--- src/core/pmw_pkg.sv ---
`default_nettype none
package pmw_pkg;
  localparam logic [7:0] IRQ_FLAG_OFS = 8'hc8;
  localparam logic [7:0] IRQ_EN_OFS = 8'hc9;
  localparam logic [7:0] MODE_CTRL_OFS = 8'hca;
  localparam logic [7:0] STACK_CTRL_OFS = 8'hdf;
  localparam logic [7:0] TIMER_CTRL_OFS = 8'hd8;
  localparam logic [7:0] STATUS_OFS = 8'hd9;
  localparam logic [7:0] IRQ_MASK = 8'h77;
  localparam logic [7:0] IRQ_RESET = 8'h00;
  localparam logic [2:0] STACK_RESET = 3'h7;
  localparam logic [11:0] VECTOR_ADDR = 12'h008;
  localparam logic [1:0] MODE_NORMAL = 2'h0;
  localparam logic [1:0] MODE_SLEEP = 2'h1;
  localparam logic [1:0] MODE_GREEN = 2'h2;
  localparam int IRQ_PIN = 0;
  localparam int IRQ_TMR_A = 4;
  localparam int IRQ_USB = 6;
  localparam int HCLK_NS = 10;
  localparam int RC_SETTLE_HCLK = 4;
  localparam int XTAL_SETTLE_HCLK = 2048;
  localparam logic [11:0] RC_SETTLE_CYC = 12'(RC_SETTLE_HCLK);
  localparam logic [11:0] XTAL_SETTLE_CYC = 12'(XTAL_SETTLE_HCLK);
  localparam int RTC_PERIOD_MS = 500;
  localparam int RTC_PERIOD_CYC = RTC_PERIOD_MS * 1000000 / HCLK_NS;
  localparam int LOW_RC_DIV = 6000;
  typedef enum logic [3:0] {
    PMW_RUN = 4'h1,
    PMW_SLEEP = 4'h2,
    PMW_GREEN = 4'h4,
    PMW_SETTLE = 4'h8
  } pmw_state_t;
  typedef struct packed {
    logic [7:0] addr;
    logic [7:0] wdata;
    logic wr;
    logic rd;
  } pmw_bus_t;
  typedef struct packed {
    logic high_osc_run;
    logic low_rc_run;
    logic sys_on_low_clk;
    logic cpu_run;
    logic timer_a_active;
    logic counter_b_active;
    logic watchdog_active;
  } pmw_gate_t;
endpackage : pmw_pkg
`default_nettype wire

--- src/core/pmw_settle.sv ---
`default_nettype none
module pmw_settle (
  input wire logic ref_clk,
  input wire logic rst_b,
  input wire logic start,
  input wire logic xtal_sel,
  input wire logic osc_ready,
  output logic done
);
  import pmw_pkg::*;
  logic [11:0] cnt_reg;
  logic busy_reg;
  logic [11:0] term;
  assign term = xtal_sel ? XTAL_SETTLE_CYC : RC_SETTLE_CYC;
  // crystal count only runs once the oscillator reports start-up
  always_ff @(posedge ref_clk) begin
    if (!rst_b) begin
      cnt_reg <= 12'h000;
      busy_reg <= 1'b0;
    end else if (start) begin
      cnt_reg <= 12'h000;
      busy_reg <= 1'b1;
    end else if (busy_reg && (osc_ready || !xtal_sel)) begin
      if (cnt_reg == term - 12'h001) begin
        busy_reg <= 1'b0;
      end
      cnt_reg <= cnt_reg + 12'h001;
    end
  end
  assign done = busy_reg && (osc_ready || !xtal_sel) && (cnt_reg == term - 12'h001);
  settle_len_a: assert property (@(posedge ref_clk) disable iff (!rst_b)
    start && !xtal_sel |-> !done [*4] ##1 done)
    else $error("rc settle not four cycles");
endmodule : pmw_settle
`default_nettype wire

--- src/core/pmw_ctrl.sv ---
`default_nettype none
module pmw_ctrl #(
  parameter int RTC_CYC = pmw_pkg::RTC_PERIOD_CYC
) (
  input wire logic ref_clk,
  input wire logic rst_b,
  input wire pmw_pkg::pmw_bus_t bus,
  output logic [7:0] rdata,
  input wire logic [7:0] port0_in,
  input wire logic [7:0] port1_in,
  input wire logic usb_toggle,
  input wire logic ext_pin_event,
  input wire logic capture_a_event,
  input wire logic capture_b_event,
  input wire logic counter_b_ovf,
  input wire logic xtal_sel,
  input wire logic osc_ready,
  input wire logic watchdog_option,
  input wire logic irq_return,
  output pmw_pkg::pmw_gate_t gate,
  output logic irq_take,
  output logic [11:0] irq_vector,
  output logic [2:0] stack_level,
  output logic timer_a_ovf
);
  import pmw_pkg::*;

  ////////////////////////////////////////////////////////////////////////
  logic [1:0] cpu_mode_select;
  logic slow_clock_select;
  logic high_osc_stop;
  logic timer_a_run;
  logic counter_b_run;
  logic rtc_function_enable;
  logic global_irq_enable;
  logic [2:0] stack_pointer_reg;
  logic [7:0] irq_flag_reg;
  logic [7:0] irq_en_reg;
  logic [7:0] irq_set;
  pmw_state_t state_reg;
  logic prev_slow_reg;
  logic [15:0] port_snap_reg;
  logic [7:0] tmr_a_reg;
  logic [31:0] rtc_cnt_reg;
  logic port_change;
  logic sleep_wake;
  logic green_wake;
  logic settle_start;
  logic settle_done;
  logic mode_write;
  logic [7:0] rdata_reg;

  function automatic logic hit(input pmw_bus_t b, input logic [7:0] ofs);
    hit = b.wr && (b.addr == ofs);
  endfunction : hit

  assign mode_write = hit(bus, MODE_CTRL_OFS);

  ////////////////////////////////////////////////////////////////////////
  // mode control register
  always_ff @(posedge ref_clk) begin
    if (!rst_b) begin
      cpu_mode_select <= MODE_NORMAL;
      slow_clock_select <= 1'b0;
      high_osc_stop <= 1'b0;
    end else if (state_reg != PMW_RUN) begin
      cpu_mode_select <= MODE_NORMAL; // mode bits self-clear as soon as run is left
      if (sleep_wake) begin
        slow_clock_select <= 1'b0;
        high_osc_stop <= 1'b0;
      end
    end else if (mode_write) begin
      cpu_mode_select <= bus.wdata[4:3];
      slow_clock_select <= bus.wdata[2];
      high_osc_stop <= bus.wdata[1];
    end
  end

  always_ff @(posedge ref_clk) begin
    if (!rst_b) begin
      timer_a_run <= 1'b0;
      counter_b_run <= 1'b0;
      rtc_function_enable <= 1'b0;
    end else if (hit(bus, TIMER_CTRL_OFS)) begin
      timer_a_run <= bus.wdata[0];
      counter_b_run <= bus.wdata[1];
      rtc_function_enable <= bus.wdata[2];
    end
  end

  ////////////////////////////////////////////////////////////////////////
  // mode sequencer
  assign port_change = ({port1_in, port0_in} != port_snap_reg);
  assign sleep_wake = (state_reg == PMW_SLEEP) && (port_change || usb_toggle);
  // timer a wakes green only with its irq enabled, otherwise pins and usb only
  assign green_wake = (state_reg == PMW_GREEN) && (port_change || usb_toggle
    || (timer_a_ovf && irq_en_reg[IRQ_TMR_A]));
  assign settle_start = sleep_wake;

  always_ff @(posedge ref_clk) begin
    if (!rst_b) begin
      state_reg <= PMW_RUN;
    end else begin
      unique case (state_reg)
        PMW_RUN: begin
          if (cpu_mode_select == MODE_SLEEP) begin
            state_reg <= PMW_SLEEP;
          end else if (cpu_mode_select == MODE_GREEN) begin
            state_reg <= PMW_GREEN;
          end
        end
        PMW_SLEEP: begin
          if (sleep_wake) begin
            state_reg <= PMW_SETTLE;
          end
        end
        PMW_GREEN: begin
          if (green_wake) begin
            state_reg <= PMW_RUN;
          end
        end
        PMW_SETTLE: begin
          if (settle_done) begin
            state_reg <= PMW_RUN;
          end
        end
        default: state_reg <= PMW_RUN;
      endcase
    end
  end

  always_ff @(posedge ref_clk) begin
    if (!rst_b) begin
      port_snap_reg <= 16'h0000;
      prev_slow_reg <= 1'b0;
    end else if (state_reg == PMW_RUN) begin
      port_snap_reg <= {port1_in, port0_in};
      prev_slow_reg <= slow_clock_select;
    end
  end

  pmw_settle u_settle (
    .ref_clk(ref_clk),
    .rst_b(rst_b),
    .start(settle_start),
    .xtal_sel(xtal_sel),
    .osc_ready(osc_ready),
    .done(settle_done)
  );

  ////////////////////////////////////////////////////////////////////////
  // clock and block gating
  always_comb begin
    gate.high_osc_run = (state_reg == PMW_RUN || state_reg == PMW_GREEN) && !high_osc_stop
      || state_reg == PMW_SETTLE;
    gate.low_rc_run = (state_reg != PMW_SLEEP);
    gate.sys_on_low_clk = slow_clock_select;
    gate.cpu_run = (state_reg == PMW_RUN);
    gate.timer_a_active = timer_a_run && (state_reg == PMW_RUN || state_reg == PMW_GREEN);
    gate.counter_b_active = counter_b_run && (state_reg == PMW_RUN);
    gate.watchdog_active = watchdog_option;
  end

  ////////////////////////////////////////////////////////////////////////
  // timer a: plain 8-bit count, or 0.5 s rtc tick
  always_ff @(posedge ref_clk) begin
    if (!rst_b) begin
      tmr_a_reg <= 8'h00;
      rtc_cnt_reg <= 32'h0;
    end else if (gate.timer_a_active) begin
      if (rtc_function_enable) begin
        rtc_cnt_reg <= (rtc_cnt_reg == 32'(RTC_CYC - 1)) ? 32'h0 : rtc_cnt_reg + 32'h1;
      end else begin
        tmr_a_reg <= tmr_a_reg + 8'h01;
      end
    end
  end
  assign timer_a_ovf = gate.timer_a_active && (rtc_function_enable ?
    (rtc_cnt_reg == 32'(RTC_CYC - 1)) : (tmr_a_reg == 8'hff));

  ////////////////////////////////////////////////////////////////////////
  // interrupt flags and enables
  // sources are ignored in sleep except ext_pin_event, which still latches its flag but does not wake
  assign irq_set = (state_reg == PMW_SLEEP) ? {7'h00, ext_pin_event} : (
    {1'b0, usb_toggle, counter_b_ovf && gate.counter_b_active, timer_a_ovf,
     1'b0, capture_b_event, capture_a_event, ext_pin_event});

  always_ff @(posedge ref_clk) begin
    if (!rst_b) begin
      irq_flag_reg <= IRQ_RESET;
    end else if (hit(bus, IRQ_FLAG_OFS)) begin
      irq_flag_reg <= (bus.wdata | irq_set) & IRQ_MASK;
    end else begin
      irq_flag_reg <= (irq_flag_reg | irq_set) & IRQ_MASK;
    end
  end

  always_ff @(posedge ref_clk) begin
    if (!rst_b) begin
      irq_en_reg <= IRQ_RESET;
    end else if (hit(bus, IRQ_EN_OFS)) begin
      irq_en_reg <= bus.wdata & IRQ_MASK;
    end
  end

  // one take per request set; entry clears enable so no re-take
  assign irq_take = global_irq_enable && gate.cpu_run
    && ((irq_flag_reg & irq_en_reg) != 8'h00);
  assign irq_vector = VECTOR_ADDR;
  assign stack_level = stack_pointer_reg;

  always_ff @(posedge ref_clk) begin
    if (!rst_b) begin
      global_irq_enable <= 1'b0;
      stack_pointer_reg <= STACK_RESET;
    end else if (irq_take) begin
      global_irq_enable <= 1'b0;
      stack_pointer_reg <= stack_pointer_reg - 3'h1;
    end else if (irq_return) begin
      global_irq_enable <= 1'b1;
      stack_pointer_reg <= stack_pointer_reg + 3'h1;
    end else if (hit(bus, STACK_CTRL_OFS)) begin
      global_irq_enable <= bus.wdata[7];
      stack_pointer_reg <= bus.wdata[2:0];
    end
  end

  ////////////////////////////////////////////////////////////////////////
  // read port, data one cycle after strobe; unmapped reads zero
  always_ff @(posedge ref_clk) begin
    if (!rst_b) begin
      rdata_reg <= 8'h00;
    end else if (bus.rd) begin
      unique case (bus.addr)
        IRQ_FLAG_OFS: rdata_reg <= irq_flag_reg;
        IRQ_EN_OFS: rdata_reg <= irq_en_reg;
        MODE_CTRL_OFS: rdata_reg <= {3'h0, cpu_mode_select, slow_clock_select, high_osc_stop, 1'b0};
        STACK_CTRL_OFS: rdata_reg <= {global_irq_enable, 4'h0, stack_pointer_reg};
        TIMER_CTRL_OFS: rdata_reg <= {5'h00, rtc_function_enable, counter_b_run, timer_a_run};
        STATUS_OFS: rdata_reg <= {3'h0, prev_slow_reg, state_reg};
        default: rdata_reg <= 8'h00;
      endcase
    end else begin
      rdata_reg <= 8'h00;
    end
  end
  assign rdata = rdata_reg;

  ////////////////////////////////////////////////////////////////////////
  sleep_gate_a: assert property (@(posedge ref_clk) disable iff (!rst_b)
    state_reg == PMW_SLEEP |-> !gate.cpu_run && !gate.low_rc_run && !gate.timer_a_active)
    else $error("sleep left a block running");
  cnt_b_green_a: assert property (@(posedge ref_clk) disable iff (!rst_b)
    state_reg == PMW_GREEN |-> !gate.counter_b_active)
    else $error("counter b active in green");
  sleep_wake_a: assert property (@(posedge ref_clk) disable iff (!rst_b)
    sleep_wake |=> state_reg == PMW_SETTLE)
    else $error("sleep wake did not settle");
  green_fast_a: assert property (@(posedge ref_clk) disable iff (!rst_b)
    green_wake |=> state_reg == PMW_RUN && slow_clock_select == $past(prev_slow_reg))
    else $error("green wake not immediate to last mode");
  green_pin_a: assert property (@(posedge ref_clk) disable iff (!rst_b)
    state_reg == PMW_GREEN && !irq_en_reg[IRQ_TMR_A] && !port_change && !usb_toggle
    |=> state_reg == PMW_GREEN)
    else $error("green woke without trigger");
  take_clear_a: assert property (@(posedge ref_clk) disable iff (!rst_b)
    irq_take |=> !global_irq_enable && stack_pointer_reg == $past(stack_pointer_reg) - 3'h1)
    else $error("take did not clear enable and push");
  no_gie_a: assert property (@(posedge ref_clk) disable iff (!rst_b)
    !global_irq_enable |-> !irq_take)
    else $error("irq taken with global enable clear");
  flag_set_a: assert property (@(posedge ref_clk) disable iff (!rst_b)
    state_reg == PMW_RUN && ext_pin_event |=> irq_flag_reg[IRQ_PIN])
    else $error("pin flag lost");
endmodule : pmw_ctrl
`default_nettype wire

--- config.mk ---
export PLATFORM = sky130hd
export DESIGN_NAME = pmw_ctrl
export DESIGN_NICKNAME = d
export VERILOG_FILES = /design/src/core/pmw_pkg.sv /design/src/core/pmw_settle.sv /design/src/core/pmw_ctrl.sv
export SDC_FILE = /design/constraint.sdc
export NUM_CORES = 1
export LEC_CHECK = 0
export ABC_AREA = 0
export BUFFER_PORTS_ARGS = -buffer_cell sky130_fd_sc_hd__buf_2
export CAP_MARGIN = 20
export CORE_MARGIN = 10
export CORE_UTILIZATION = 55
export CTS_CLUSTER_DIAMETER = 200
export CTS_CLUSTER_SIZE = 10
export DETAILED_ROUTE_END_ITERATION = 10
export PLACE_DENSITY_LB_ADDON = 0.3
export SETUP_SLACK_MARGIN = 0.1
export SLEW_MARGIN = 20
export SYNTH_ARGS = -nofsm -noshare
export SYNTH_HDL_FRONTEND = slang
export SYNTH_SLANG_ARGS = --single-unit
--- constraint.sdc ---
create_clock -name ref_clk -period 4.4 [get_ports ref_clk]
set_clock_uncertainty 0.2 [all_clocks]
set_input_delay 0.44 -clock ref_clk [delete_from_list [all_inputs] [get_ports ref_clk]]
set_output_delay 0.44 -clock ref_clk [all_outputs]
set_load 0.01 [all_outputs]
After elaboration in Yosys (flattened, before gate mapping)
Cells that the tools add are included.
Storage, ports and cells
  flip-flop bits (word level): 106
  input bits: 45
  output and inout port bits: 32
  logic and storage cells: 116
Operators by class
  add/subtract/negate cells: 6
  equality and inequality tests: 23
  mux-type cells: 25
  bitwise logic cells: 5
  reductions and logical operators: 39
Operator list (count)
  $eq 8x8->1 const B: 7
  $pmux 8 s6: 1
  $add 32x1->32 const B: 1
  $eq 32x26->1 const B: 1
  $mux 32: 1
  $mux 4: 5
  $logic_and 1x1->1: 17
  $ne 16x16->1: 1
  $pmux 4 s4: 1
  $mux 7: 2
  $or 7x7->7: 2
  $add 12x1->12 const B: 1
  $eq 12x12->1: 1
  $mux 12: 1
  $sub 12x1->12 const B: 1
  $mux 1: 11
  $reduce_and 2->1: 5
  $mux 3: 3
  $add 8x1->8 const B: 1
  $ne 2x2->1 const B: 4
  $reduce_bool 2->1: 4
  $reduce_bool 8->1: 1
  $and 7x7->7: 1
  $reduce_or 2->1: 3
  16 further kinds: 22

Longest topological paths before layout
  depth after elaboration: 9
  depth in mapped cells: 9
  mapped depth without buffers: 7

Hierarchy
A second synthesis with hierarchy kept.
Second synthesis, totals
  cell total of the unflattened synthesis: 604
  area total of the unflattened synthesis: 5227.5 um^2
By module, submodules not included
  pmw_ctrl: instances 1, cells an instance 529, area each 4569.4 um^2, sequential area each 1841.8 um^2
  pmw_settle: instances 1, cells an instance 75, area each 658.1 um^2, sequential area each 260.2 um^2

Worst setup path after synthesis
Ideal clock, no wire load.
  path kind: input to register
  start point: in bus[15] (netlist bit)
  end point: reg irq_flag_reg[4]
  library setup time: 0.115 ns
  arrival: 1.984 ns
  setup slack: 2.102 ns
  cell stages on the path: 5
  cell sequence: nand4b_1 nor4b_1 nand2_1 mux2_2 o21a_1
Between the ends
  word-level cells in the longest chain between the ends: 3
Ends and longest elaborated chain
  start: declaration: RTL line pmw_ctrl.sv:7  | input wire pmw_pkg::pmw_bus_t bus,
  $eq 8x8->1: RTL line pmw_ctrl.sv:54  | hit = b.wr && (b.addr == ofs);
  $logic_and 1x1->1: RTL line pmw_ctrl.sv:54
  $mux 7: RTL line pmw_ctrl.sv:191  | end else if (hit(bus, IRQ_FLAG_OFS)) begin
  end signal: assignment: RTL line pmw_ctrl.sv:192  | irq_flag_reg <= (bus.wdata | irq_set) & IRQ_MASK;
  end signal: assignment: RTL line pmw_ctrl.sv:194  | irq_flag_reg <= (irq_flag_reg | irq_set) & IRQ_MASK;
  end: declaration: RTL line pmw_ctrl.sv:37  | logic [7:0] irq_flag_reg;
Every way passes these cells.
A chain may end at the register's enable or synchronous reset.

==> impl_metrics.tcl <==
set metrics [dict create \
    globalRoute.busiestLayer "met2" \
    cts-buffers-inserted 9 \
    gr-usage-met3_pct 3.45 \
    pin_count 77 \
    synthTopCellsByArea "dfxtp_1 (40%), nand2_1 (5.8%), xnor2_1 (5.1%)" \
    final.period_utilization_pct 72.8 \
    status "finished, final reports clean" \
    antenna_found_initial 0 \
    reg2reg_slack_ns 1.39 \
    nets 708 \
    synth_seq_cells 105 \
    synth_cell_types 59 \
    fin_crit_ns 3.20 \
    port_buffers 62 \
    die_y_um 118 \
    clockRootBuffer "clkbuf_8" \
    grt_util_met1_pct 21.4 \
    grtUsageTotal_pct 16.6 \
    cts_buffer_depth 2 \
    syn_area_per_cell_um2 8.60 \
    slowest_stage "nand3_1" \
    die_area_um2 13900 \
    fillCellCount 836 \
    grt_pass1_vias 4227 \
    powerDensity_nw_per_um2 313 \
    grt_pass1_wl_um 19900 \
    post_drt_wl_per_cell_um 15.1 \
    syn_area_um2 5280 \
    critPathArrivalTime_ns 2.56 \
    start_util_pct 56.8 \
    relSlewSlack_pct 36.9 \
    whs_path_depth 3 \
    dp_hpwl_um 8840 \
    ant_nets 0 \
    worst_pin_slew_ns 0.934 \
    vias 4490 \
    drive_gt1_share_pct 14.8 \
    final_common_cell "dfxtp_1" \
    synth-main-ff-cell "dfxtp_1" \
    finalSetupViolCount 0 \
    slew_viol_final 0 \
    gr-usage-met2_pct 26.6 \
    synthArstFlopShare_pct 0 \
    timing.hold.ws_ns 0.0929 \
    post-place-cells 776 \
    crit_required_ns 3.76 \
    cts_setup_buffers 0 \
    ir_worst_vdd_v 0.000186 \
    core_area_um2 9280 \
    fmaxAchievable_mhz 312 \
    grt_overflow_total 0 \
    gp_congestion 0.850 \
    rsz0062_at_grt "false" \
    synthesis.yosys.warnings 0 \
    crit_chain "nand3_1 -> inv_1 -> buf_4 -> and2_1 -> buf_2" \
    timing.rr.start "state_reg[1]$_SDFFE_PN0P_" \
    antennaDiodeCount 0 \
    hold_path_class "input port to register" \
    reg2reg_depth 6 \
    hold_viol 0 \
    p_leak_uw 0.00223 \
    r2r_end "rtc_cnt_reg[22]$_SDFFE_PN0P_" \
    critPathLaunchType "register" \
    clk_pin_slew_ns 0.10 \
    path_class "register to primary output" \
    hold_end "irq_flag_reg[0]$_SDFF_PN0_" \
    ys_seq_area_share_pct 39.8 \
    synth-edff-count 0 \
    drc 0 \
    vias_per_cell 5.67 \
    crit_fanout 24 \
    cts_sinks 105 \
    cap_violations 0 \
    stdcell_count 792 \
    min-delay-start "ext_pin_event" \
    drt_first_iter_violations 267 \
    ctsHoldBuffers 0 \
    drt_wl_total_um 11900 \
    area_growth_syn_to_layout_pct 9.55 \
    die_x_um 118 \
    yosysTopAreaCell "dfxtp_1" \
    tritoncts "yes" \
    final_cell_mix "dfxtp_1 (105), nand2_1 (81), buf_2 (62)" \
    largest_reg_flops 32 \
    htreeDepth 3 \
    grt_max_degree 55 \
    syn_inst 614 \
    tns_ns 0 \
    cpPeakStageDelay_ns 0.67 \
    cp-end-kind "primary output" \
    dr.pass1.iters 5 \
    cts_resized 0 \
    rows 35 \
    clk_latency_ns 0.37 \
    synth_top_area_share_pct 39.8 \
]
worst max path at each step:
stage	start	endpoint	slack, ns	cells past startpoint
final	state_reg[0]$_SDFFE_PN1P_	gate[1]	1.20	5
after global routing	state_reg[1]$_SDFFE_PN0P_	timer_a_ovf	1.01	5
after CTS	state_reg[0]$_SDFFE_PN1P_	irq_take	1.16	5
after detailed placement	state_reg[1]$_SDFFE_PN0P_	rtc_cnt_reg[30]$_SDFFE_PN0P_	1.42	6
after global placement	state_reg[1]$_SDFFE_PN0P_	rtc_cnt_reg[30]$_SDFFE_PN0P_	1.52	6
after floorplan	bus[15]	irq_flag_reg[4]$_SDFF_PN0_	2.10	5
metal layers:
metal / routed length (um) / share of wire (%) / up-vias
li1: - / - / 2228
met1: 5620 / 47 / 2121
met2: 5450 / 46 / 128
met3: 675 / 5.7 / 13
met4: 179 / 1.5 / 0
met5: 0 / 0 / -
logic make-up after synthesis:
family / Yosys count / synth area share [%]
DFF: 105 / 39.8
muxes: 25 / 4.88
buffers and inverters: 56 / 5.67
AOI/OAI and AO/OA: 94 / 11.7
adders and majority gates: 5 / 1.19
other: 2 / 0.142
xor gates and xnor gates: 58 / 9.77
and+or+nand+nor: 269 / 26.8
stage by stage:
stage	utilization (%)	setup WS, ns	total power (uW)	area (um^2)
after floorplan	-	2.10	1150	5320
after global placement	60.0	1.52	1190	5570
after detailed placement	60.0	1.42	1200	5570
after CTS	62.2	1.16	1820	5780
after global routing	62.3	1.01	1890	5780
final	62.3	1.20	1810	5780
cells in the mapped netlist (all sizes together), types with 4 or more instances:
library cell	n
and4	9
and2	7
nor2	41
buf	25
nand3	26
nor4b	7
a21boi	24
nand2	81
and3	9
nor3	19
or3	16
xor2	26
nand4	22
nor2b	8
dfxtp	105
ha	5
o21ai	17
xnor2	32
a22o	4
a21oi	27
mux2i	19
mux2	6
nor4	9
inv	12
clkbuf	18
report_power, final:
part	internal (uW)	total (uW)	leakage, uW	switching (uW)
combinational	73.1	183	0.00127	110
clock	287	629	0.000108	342
sequential	974	997	0.000852	23.4
total	1330	1810	0.00223	476
area by class of cell:
cell class	count	area [um^2]	share of cell area [%]
repair buffers	66	340	5.89
well taps	129	161	2.79
inverters	13	48.8	0.844
clock inverters	6	73.8	1.28
flip-flops and latches	105	2100	36.4
clock buffers	10	138	2.38
multi-input cells	463	2920	50.5
worst max-delay path: cells and delay by family, from the launching register on:
kind,cells,cell delay [ns]
buffers and inverters,3,0.74
DFF,1,0.57
and+or+nand+nor,2,0.87
No activity file was read; power rests on OpenSTA's default activity.
